[config.mk]
export PLATFORM = sky130hd
export DESIGN_NAME = rtc_i2c_slave_access
export DESIGN_NICKNAME = d
export VERILOG_FILES = /design/src/hw/rtc_link_pkg.sv /design/src/hw/rtc_i2c_slave_access.sv
export SDC_FILE = /design/constraint.sdc
export NUM_CORES = 1
export LEC_CHECK = 0
export BUFFER_PORTS_ARGS = -buffer_cell sky130_fd_sc_hd__buf_2
export CAP_MARGIN = 10
export CORE_UTILIZATION = 55
export CTS_BUF_LIST = sky130_fd_sc_hd__clkbuf_8
export CTS_CLUSTER_SIZE = 14
export DETAILED_ROUTE_END_ITERATION = 6
export PLACE_DENSITY = 0.72
export SLEW_MARGIN = 20
export SYNTH_ARGS = -nofsm -noshare
export SYNTH_HDL_FRONTEND = slang
export SYNTH_HIERARCHICAL = 1
export SYNTH_SLANG_ARGS = --single-unit
[constraint.sdc]
create_clock -name mclk -period 2.56 [get_ports mclk]
set_clock_uncertainty 0.05 [all_clocks]
set_input_delay 0.512 -clock mclk [delete_from_list [all_inputs] [get_ports mclk]]
set_output_delay 0.512 -clock mclk [all_outputs]
set_load 0.01 [all_outputs]
[src/hw/rtc_link_pkg.sv]
package rtc_link_pkg;

  // ----------------------------------------------------------------
  // Bus identity and framing
  // ----------------------------------------------------------------
  localparam logic [6:0] SLAVE_ADDR = 7'h51;
  localparam logic RW_READ = 1'h1;
  localparam int BYTE_W = 8;
  localparam int PTR_W = 4;
  localparam logic [3:0] LAST_DATA_BIT = 4'h7;
  localparam logic [3:0] ACK_BIT = 4'h8;
  localparam logic [3:0] FIRST_BIT = 4'h0;
  localparam logic [7:0] IDLE_BYTE = 8'hff;

  // ----------------------------------------------------------------
  // Watchdog timing, counted in 1 Hz ticks
  // ----------------------------------------------------------------
  localparam int TIMEOUT_MIN_S = 1;
  localparam int TIMEOUT_MAX_S = 2;
  // The first tick may land right after the address, so the limit is
  // reached on the tick numbered by the longest time: 1 s to 2 s.
  localparam logic [1:0] TIMEOUT_TICKS = 2'(TIMEOUT_MAX_S);

  // ----------------------------------------------------------------
  // Write buffer
  // ----------------------------------------------------------------
  localparam int WFIFO_DEPTH = 4;
  localparam int WFIFO_WIDTH = PTR_W + BYTE_W;

  // ----------------------------------------------------------------
  // Serial engine states
  // ----------------------------------------------------------------
  typedef enum logic [2:0] {
    st_idle,
    st_addr,
    st_wptr,
    st_wdata,
    st_read,
    st_lapsed
  } link_state_type;

endpackage : rtc_link_pkg

[src/hw/rtc_i2c_slave_access.sv]
`timescale 1ns/1ps

// ------------------------------------------------------------------
// Small flop FIFO for register writes
// ------------------------------------------------------------------
module rtc_write_fifo #(
  parameter int WIDTH = rtc_link_pkg::WFIFO_WIDTH,
  parameter int DEPTH = rtc_link_pkg::WFIFO_DEPTH
) (
  input wire logic mclk,
  input wire logic reset_n,
  input wire logic in_valid,
  output logic in_ready,
  input wire logic [WIDTH-1:0] in_data,
  output logic out_valid,
  input wire logic out_ready,
  output logic [WIDTH-1:0] out_data
);
  localparam int AW = (DEPTH > 1) ? $clog2(DEPTH) : 1;

  // Index wrap relies on a power-of-two depth
  if (DEPTH < 2 || (DEPTH & (DEPTH - 1)) != 0) begin : g_bad_depth
    $error("rtc_write_fifo: DEPTH must be a power of two, at least 2");
  end
  if (WIDTH < 1) begin : g_bad_width
    $error("rtc_write_fifo: WIDTH must be positive");
  end

  logic [WIDTH-1:0] store [DEPTH];
  logic [AW-1:0] wr_idx;
  logic [AW-1:0] rd_idx;
  logic [AW:0] fill;
  wire do_push;
  wire do_pop;

  // Handshakes straight from the fill level
  assign in_ready = (fill != (AW+1)'(DEPTH));
  assign out_valid = (fill != '0);
  assign do_push = in_valid & in_ready;
  assign do_pop = out_valid & out_ready;
  assign out_data = store[rd_idx];

  // Pointers and fill count
  always_ff @(posedge mclk) begin
    if (!reset_n) begin
      wr_idx <= '0;
      rd_idx <= '0;
      fill <= '0;
    end else begin
      if (do_push) wr_idx <= wr_idx + 1'b1;
      if (do_pop) rd_idx <= rd_idx + 1'b1;
      fill <= fill + (AW+1)'(do_push) - (AW+1)'(do_pop);
    end
  end

  // Storage needs no reset; nothing reads an empty slot
  always_ff @(posedge mclk) begin
    if (do_push) store[wr_idx] <= in_data;
  end
endmodule : rtc_write_fifo

// ------------------------------------------------------------------
// Serial slave port of the clock
// ------------------------------------------------------------------
module rtc_i2c_slave_access (
  input wire logic mclk,
  input wire logic reset_n,
  input wire logic scl_in,
  output logic scl_out,
  output logic scl_oe,
  input wire logic sda_in,
  output logic sda_out,
  output logic sda_oe,
  input wire logic tick_1hz,
  output logic time_tick,
  output logic freeze,
  output logic timeout_pulse,
  output logic [rtc_link_pkg::PTR_W-1:0] reg_addr,
  input wire logic [rtc_link_pkg::BYTE_W-1:0] reg_rdata,
  output logic wr_valid,
  input wire logic wr_ready,
  output logic [rtc_link_pkg::PTR_W-1:0] wr_addr,
  output logic [rtc_link_pkg::BYTE_W-1:0] wr_data
);
  // ----------------------------------------------------------------
  // Input synchronisers and filters
  // ----------------------------------------------------------------
  logic [2:0] scl_sync;
  logic [2:0] sda_sync;
  logic [2:0] tick_sync;
  logic scl_r;
  logic sda_r;
  logic tick_r;
  logic scl_prev;
  logic sda_prev;
  logic tick_prev;

  // Three stages; a level is taken only when stages two and three agree
  always_ff @(posedge mclk) begin
    if (!reset_n) begin
      scl_sync <= 3'h7;
      sda_sync <= 3'h7;
      tick_sync <= 3'h0;
    end else begin
      scl_sync <= {scl_sync[1:0], scl_in};
      sda_sync <= {sda_sync[1:0], sda_in};
      tick_sync <= {tick_sync[1:0], tick_1hz};
    end
  end

  // Filtered levels and their previous values
  always_ff @(posedge mclk) begin
    if (!reset_n) begin
      scl_r <= 1'h1;
      sda_r <= 1'h1;
      tick_r <= 1'h0;
      scl_prev <= 1'h1;
      sda_prev <= 1'h1;
      tick_prev <= 1'h0;
    end else begin
      if (scl_sync[1] == scl_sync[2]) scl_r <= scl_sync[2];
      if (sda_sync[1] == sda_sync[2]) sda_r <= sda_sync[2];
      if (tick_sync[1] == tick_sync[2]) tick_r <= tick_sync[2];
      scl_prev <= scl_r;
      sda_prev <= sda_r;
      tick_prev <= tick_r;
    end
  end

  // ----------------------------------------------------------------
  // Bus events
  // ----------------------------------------------------------------
  wire clk_high = scl_r & scl_prev;
  wire start_det = clk_high & sda_prev & ~sda_r;
  wire stop_det = clk_high & ~sda_prev & sda_r;
  wire scl_rise = scl_r & ~scl_prev;
  wire scl_fall = ~scl_r & scl_prev;
  wire tick_rise = tick_r & ~tick_prev;

  // ----------------------------------------------------------------
  // Engine state
  // ----------------------------------------------------------------
  rtc_link_pkg::link_state_type state;
  logic [3:0] bit_cnt;
  logic [rtc_link_pkg::BYTE_W-1:0] rx_shift;
  logic [rtc_link_pkg::BYTE_W-1:0] tx_shift;
  logic [rtc_link_pkg::PTR_W-1:0] ptr;
  logic dir_read;
  logic addr_ok;
  logic master_ack;
  logic active;
  logic push_valid;
  logic [rtc_link_pkg::WFIFO_WIDTH-1:0] push_data;
  logic [1:0] wd_ticks;
  logic tick_pend;
  logic push_ready;
  logic mid_bit;

  // Byte boundaries on the falling clock edge.
  // Only a fall that follows a rise closes a bit; the fall that ends a
  // START or repeated START carries no bit and must not move the count,
  // or every byte after it would end one clock early.
  wire byte_end = scl_fall & mid_bit & (bit_cnt == rtc_link_pkg::LAST_DATA_BIT);
  wire ack_end = scl_fall & mid_bit & (bit_cnt == rtc_link_pkg::ACK_BIT);
  wire in_byte = (bit_cnt < rtc_link_pkg::LAST_DATA_BIT);
  wire addr_hit = (rx_shift[7:1] == rtc_link_pkg::SLAVE_ADDR);
  wire timeout = active & tick_rise & (wd_ticks == rtc_link_pkg::TIMEOUT_TICKS - 2'h1);
  wire engaged = (state != rtc_link_pkg::st_idle) && (state != rtc_link_pkg::st_lapsed);
  wire [rtc_link_pkg::PTR_W-1:0] ptr_next = ptr + 1'b1;

  // Bit counter and receive shifter; mid_bit marks a clock high phase seen
  always_ff @(posedge mclk) begin
    if (!reset_n) begin
      bit_cnt <= rtc_link_pkg::FIRST_BIT;
      rx_shift <= '0;
      master_ack <= 1'h0;
      mid_bit <= 1'h0;
    end else if (start_det) begin
      bit_cnt <= rtc_link_pkg::FIRST_BIT;
      mid_bit <= 1'h0;
    end else if (engaged && scl_rise) begin
      // Sample on rising clock; data is stable while high
      mid_bit <= 1'h1;
      if (bit_cnt != rtc_link_pkg::ACK_BIT) rx_shift <= {rx_shift[6:0], sda_r};
      else master_ack <= ~sda_r;
    end else if (engaged && scl_fall && mid_bit) begin
      // Bit closed: next fall counts only after another rise
      mid_bit <= 1'h0;
      bit_cnt <= ack_end ? rtc_link_pkg::FIRST_BIT : bit_cnt + 4'h1;
    end
  end

  // Main sequencing: framing, address match, pointer and direction
  always_ff @(posedge mclk) begin
    if (!reset_n) begin
      state <= rtc_link_pkg::st_idle;
      ptr <= '0;
      dir_read <= 1'h0;
      addr_ok <= 1'h0;
      active <= 1'h0;
    end else if (start_det) begin
      // Repeated START closes the old access first
      state <= rtc_link_pkg::st_addr;
      addr_ok <= 1'h0;
      active <= 1'h0;
    end else if (stop_det) begin
      state <= rtc_link_pkg::st_idle;
      active <= 1'h0;
    end else if (timeout) begin
      state <= rtc_link_pkg::st_lapsed;
      active <= 1'h0;
    end else if (byte_end) begin
      unique case (state)
        rtc_link_pkg::st_addr: begin
          if (addr_hit) begin
            addr_ok <= 1'h1;
            active <= 1'h1;
            dir_read <= (rx_shift[0] == rtc_link_pkg::RW_READ);
          end else begin
            state <= rtc_link_pkg::st_idle;
          end
        end
        rtc_link_pkg::st_wptr: ptr <= rx_shift[rtc_link_pkg::PTR_W-1:0];
        rtc_link_pkg::st_wdata: ptr <= ptr_next;
        rtc_link_pkg::st_read: ptr <= ptr_next;
        rtc_link_pkg::st_idle, rtc_link_pkg::st_lapsed: ;
      endcase
    end else if (ack_end) begin
      unique case (state)
        rtc_link_pkg::st_addr: begin
          if (addr_ok) state <= dir_read ? rtc_link_pkg::st_read : rtc_link_pkg::st_wptr;
        end
        rtc_link_pkg::st_wptr: state <= rtc_link_pkg::st_wdata;
        // No ack from master: stop sending, wait for STOP or START
        rtc_link_pkg::st_read: if (!master_ack) state <= rtc_link_pkg::st_idle;
        rtc_link_pkg::st_wdata, rtc_link_pkg::st_idle, rtc_link_pkg::st_lapsed: ;
      endcase
    end
  end

  // ----------------------------------------------------------------
  // Data line driver: ack pulls and read bits
  // ----------------------------------------------------------------
  // All changes but the timeout release happen on the falling clock, so the line is steady while high
  always_ff @(posedge mclk) begin
    if (!reset_n) begin
      sda_oe <= 1'h0;
      tx_shift <= rtc_link_pkg::IDLE_BYTE;
    end else if (start_det || stop_det || timeout) begin
      sda_oe <= 1'h0;
    end else if (byte_end) begin
      // Ack a matching address and every pointer or data byte; in a read, let the master answer
      unique case (state)
        rtc_link_pkg::st_addr: sda_oe <= addr_hit;
        rtc_link_pkg::st_wptr, rtc_link_pkg::st_wdata: sda_oe <= 1'h1;
        rtc_link_pkg::st_read, rtc_link_pkg::st_idle, rtc_link_pkg::st_lapsed: sda_oe <= 1'h0;
      endcase
    end else if (ack_end) begin
      // Load the next byte from the current pointer
      if ((state == rtc_link_pkg::st_addr && addr_ok && dir_read) ||
          (state == rtc_link_pkg::st_read && master_ack)) begin
        tx_shift <= reg_rdata;
        sda_oe <= ~reg_rdata[7];
      end else begin
        sda_oe <= 1'h0;
      end
    end else if (scl_fall && mid_bit && state == rtc_link_pkg::st_read && in_byte) begin
      // Next bit goes out one fall after its predecessor was sampled
      tx_shift <= {tx_shift[6:0], 1'h1};
      sda_oe <= ~tx_shift[6];
    end
  end

  // ----------------------------------------------------------------
  // Write path into the buffer
  // ----------------------------------------------------------------
  // A full buffer holds the clock low rather than lose a byte
  always_ff @(posedge mclk) begin
    if (!reset_n) begin
      push_valid <= 1'h0;
      push_data <= '0;
    end else if (byte_end && state == rtc_link_pkg::st_wdata && !timeout) begin
      push_valid <= 1'h1;
      push_data <= {ptr, rx_shift};
    end else if (push_ready) begin
      push_valid <= 1'h0;
    end
  end

  rtc_write_fifo #(
    .WIDTH(rtc_link_pkg::WFIFO_WIDTH),
    .DEPTH(rtc_link_pkg::WFIFO_DEPTH)
  ) u_wfifo (
    .mclk(mclk),
    .reset_n(reset_n),
    .in_valid(push_valid),
    .in_ready(push_ready),
    .in_data(push_data),
    .out_valid(wr_valid),
    .out_ready(wr_ready),
    .out_data({wr_addr, wr_data})
  );

  // ----------------------------------------------------------------
  // Freeze, watchdog and tick release
  // ----------------------------------------------------------------
  // Watchdog restarts at every matching address
  always_ff @(posedge mclk) begin
    if (!reset_n) begin
      wd_ticks <= 2'h0;
    end else if (!active || (byte_end && state == rtc_link_pkg::st_addr)) begin
      wd_ticks <= 2'h0;
    end else if (tick_rise) begin
      wd_ticks <= wd_ticks + 2'h1;
    end
  end

  // A tick during an access is held and given back at its end.
  // On timeout the held tick is dropped, so one second is lost.
  always_ff @(posedge mclk) begin
    if (!reset_n) begin
      tick_pend <= 1'h0;
      time_tick <= 1'h0;
      timeout_pulse <= 1'h0;
    end else begin
      timeout_pulse <= timeout;
      if (timeout) begin
        tick_pend <= 1'h0;
        time_tick <= 1'h1;
      end else if (active) begin
        if (tick_rise) tick_pend <= 1'h1;
        time_tick <= 1'h0;
      end else begin
        tick_pend <= 1'h0;
        time_tick <= tick_rise | tick_pend;
      end
    end
  end

  // ----------------------------------------------------------------
  // Pin and status outputs
  // ----------------------------------------------------------------
  // Open drain: only ever pull low
  assign sda_out = 1'h0;
  assign scl_out = 1'h0;
  assign scl_oe = push_valid & ~push_ready;
  assign freeze = active;
  assign reg_addr = ptr;
endmodule : rtc_i2c_slave_access

==> results.yml <==
run_status:
  status: "finished with violations"
  violations: "DRC"
clocking:
  clk_pin_slew_ns: 0.08
  worst_skew_pair.late_latency_ns: 0.41
  cts.sinks: 122
  post_cts_buffers: 0
  tritoncts: "yes"
  hold_buffers: 0
  cts_buffers: 17
  ctsResizeCount: 0
  h-tree-depth: 4
  ctsRootBufferMaster: "clkbuf_8"
  ctsLongestPathBuffers: 2
grt:
  antenna_found_initial: 0
  gr-total-overflow: 0
  grt_pass1_wl_um: 14900
  grt_max_degree: 30
  grt_usage: 0.196
  grt_pass1_vias: 3144
layout:
  layout.cells.most_common: "dfxtp_1"
  drive_above_1_share: 0.205
  nFillCells: 689
  syn_to_final_growth_pct: 13.1
  nets: 485
  n_antenna_cell: 0
  stdcell_area_um2: 5800
  final_cell_mix: "74 x dfxtp_1, 48 x edfxtp_1, 35 x buf_2"
timing:
  max_slew_margin: 0.572
  finalMaxSlewViolations: 0
  worst_pin_slew_ns: 0.642
  grt_setup_unrepaired: "no"
  period_share: 0.894
  tns_ns: 0
  max_freq_ghz: 0.437
  hold_viol: 0
  setup_viol: 0
  min_period_ns: 2.29
die:
  die_h_um: 98.5
  io-pin-count: 38
  fp.dieArea_um2: 9710
  coreArea_um2: 8890
  die_x_um: 98.5
  start_util: 0.576
  rows: 34
yosys:
  async_flop_share: 0
  synth_cell_types: 59
  yosys.area.top_type: "dfxtp_1"
  synthFlopType: "dfxtp_1"
  syn_area_um2: 5120
  ys_seq_area_frac: 0.570
  yosys_warnings: 6
  synth.area.top_cells: "dfxtp_1 29%, edfxtp_1 28%, mux2i_1 6.3%"
  synth-seq-cells: 122
  syn_inst: 419
  netlist.area_leader.share: 0.289
  synth_edf_count: 48
  syn_avg_cell_area_um2: 12.2
placed_design:
  dpl.hpwl_um: 5810
  postPlaceCellArea_um2: 5370
  gp_congestion: 0.866
  port_buffers: 35
detailed_routing:
  drt.antenna.violating_nets: 0
  drt_wl_total_um: 8610
  vias: 3199
  post-route-drc-count: 2
  wl_per_cell_um: 14.8
  first_pass_iters: 6
  drt_iter0_markers: 128
  via_per_inst: 5.51
worst_hold_path:
  hold_path_startpoint: "sda_in"
  whs_path_depth: 2
  hold_class: "input pin to flop"
  hold_path_end: "sda_sync[0]"
critical_path:
  arrival_ns: 1.73
  critical_path_required_ns: 2.00
  crit_family: "multiplexers"
  crit_buf_inv: 2
  cpPeakStageDelay_ns: 0.60
  worst_r2r_path_depth: 11
  slowest_stage: "mux4_1"
  reg2reg_to: "u_wfifo/fill[2]"
  r2r_slack_ns: 0.27
  critPathMaxFanout: 12
  r2r_start: "u_wfifo/fill[1]"
  critPathCaptureType: "output pin"
  path_cells: "buf_4 -> mux4_1 -> buf_2"
  setup.worst_path.start_class: "flop"
  critPathKind: "flop to output pin"
pwr:
  power.density_nw_per_um2: 755
  power_mw: 4.37
  leakage_nw: 2.09
  vdd_drop_max_mv: 0.299
run:
  maxCapViolCount: 0
[cell usage after synthesis, types with 4 or more instances]
cell type,number
a21boi_1,4
a21oi_1,12
a31oi_1,7
and2_1,16
buf_2,7
clkbuf_1,8
dfxtp_1,74
edfxtp_1,48
ha_1,10
inv_1,14
mux2i_1,32
mux4_2,10
nand2_1,24
nand2b_1,12
nand3_1,10
nand3b_1,4
nor2_1,28
nor2b_1,18
nor3b_1,7
o21ai_0,12
or3_1,4
xnor2_1,7
[layer usage]
layer,wire length (µm),global-route usage,vias to the layer above
met2,4350,0.340,43
met1,3930,0.240,1559
met3,220,0.0426,10
li1,-,-,1587
met5,0,0,-
met4,110,0.0769,0
[metrics by stage]
step           hold WS (ns)  worst slack [ns]   util  std cells
2_1_floorplan         0.336             0.281      -        420
3_3_place_gp          0.347             0.346  0.604        549
3_5_place_dp          0.342             0.260  0.604        549
4_1_cts               0.210             0.212  0.652        581
5_1_grt               0.215             0.104  0.652        581
6_report              0.231             0.270  0.652        581
[flip-flops by register name, indices dropped and copies added (netlist names), 3 cells and up, named ones only]
| name | flops |
|---|---|
| u_wfifo/fill | 3 |
| push_data | 12 |
| sda_sync | 3 |
| u_wfifo/store | 48 |
| state | 3 |
| tx_shift | 7 |
| scl_sync | 3 |
| rx_shift | 8 |
| reg_addr | 4 |
| tick_sync | 3 |
| bit_cnt | 4 |
[power by group]
group          leakage (nW)  switching, mW  internal, mW  total (mW)
Sequential             1.04         0.0602          2.05        2.11
Combinational         0.837          0.214         0.266       0.480
Clock                 0.209          0.803         0.984        1.79
[cell type report]
cell class	count	area [µm²]	area share
Clock buffer	17	234	0.0404
Clock inverter	15	189	0.0326
Inverter	14	52.6	0.00907
Multi-Input combinational cell	264	2040	0.352
Sequential cell	122	2920	0.504
Tap cell	108	135	0.0233
Timing Repair Buffer	41	220	0.0380
[logic make-up (layout without fill, tap and decap cells)]
logic type | Yosys count | in the layout | share of synthesized area
AOI/OAI and AO/OA | 54 | 54 | 0.0720
DFF | 122 | 122 | 0.570
muxes | 46 | 46 | 0.121
and+or+nand+nor | 143 | 143 | 0.162
other | 1 | 2 | 0.000732
adders and majority gates | 11 | 11 | 0.0283
xor gates and xnor gates | 8 | 8 | 0.0137
buffers and inverters | 34 | 87 | 0.0317
[worst max-delay path by stage]
stage | from | endpoint | cells past startpoint
2_1_floorplan | u_wfifo/fill[1] | u_wfifo/fill[2] | 11
3_3_place_gp | wr_ready | u_wfifo/fill[2] | 10
3_5_place_dp | u_wfifo/fill[1] | u_wfifo/fill[2] | 11
4_1_cts | flop | wr_addr[3] | 3
5_1_grt | u_wfifo/fill[1] | u_wfifo/fill[2] | 11
6_report | flop | wr_addr[3] | 3
(Power assumes the default switching activity.)
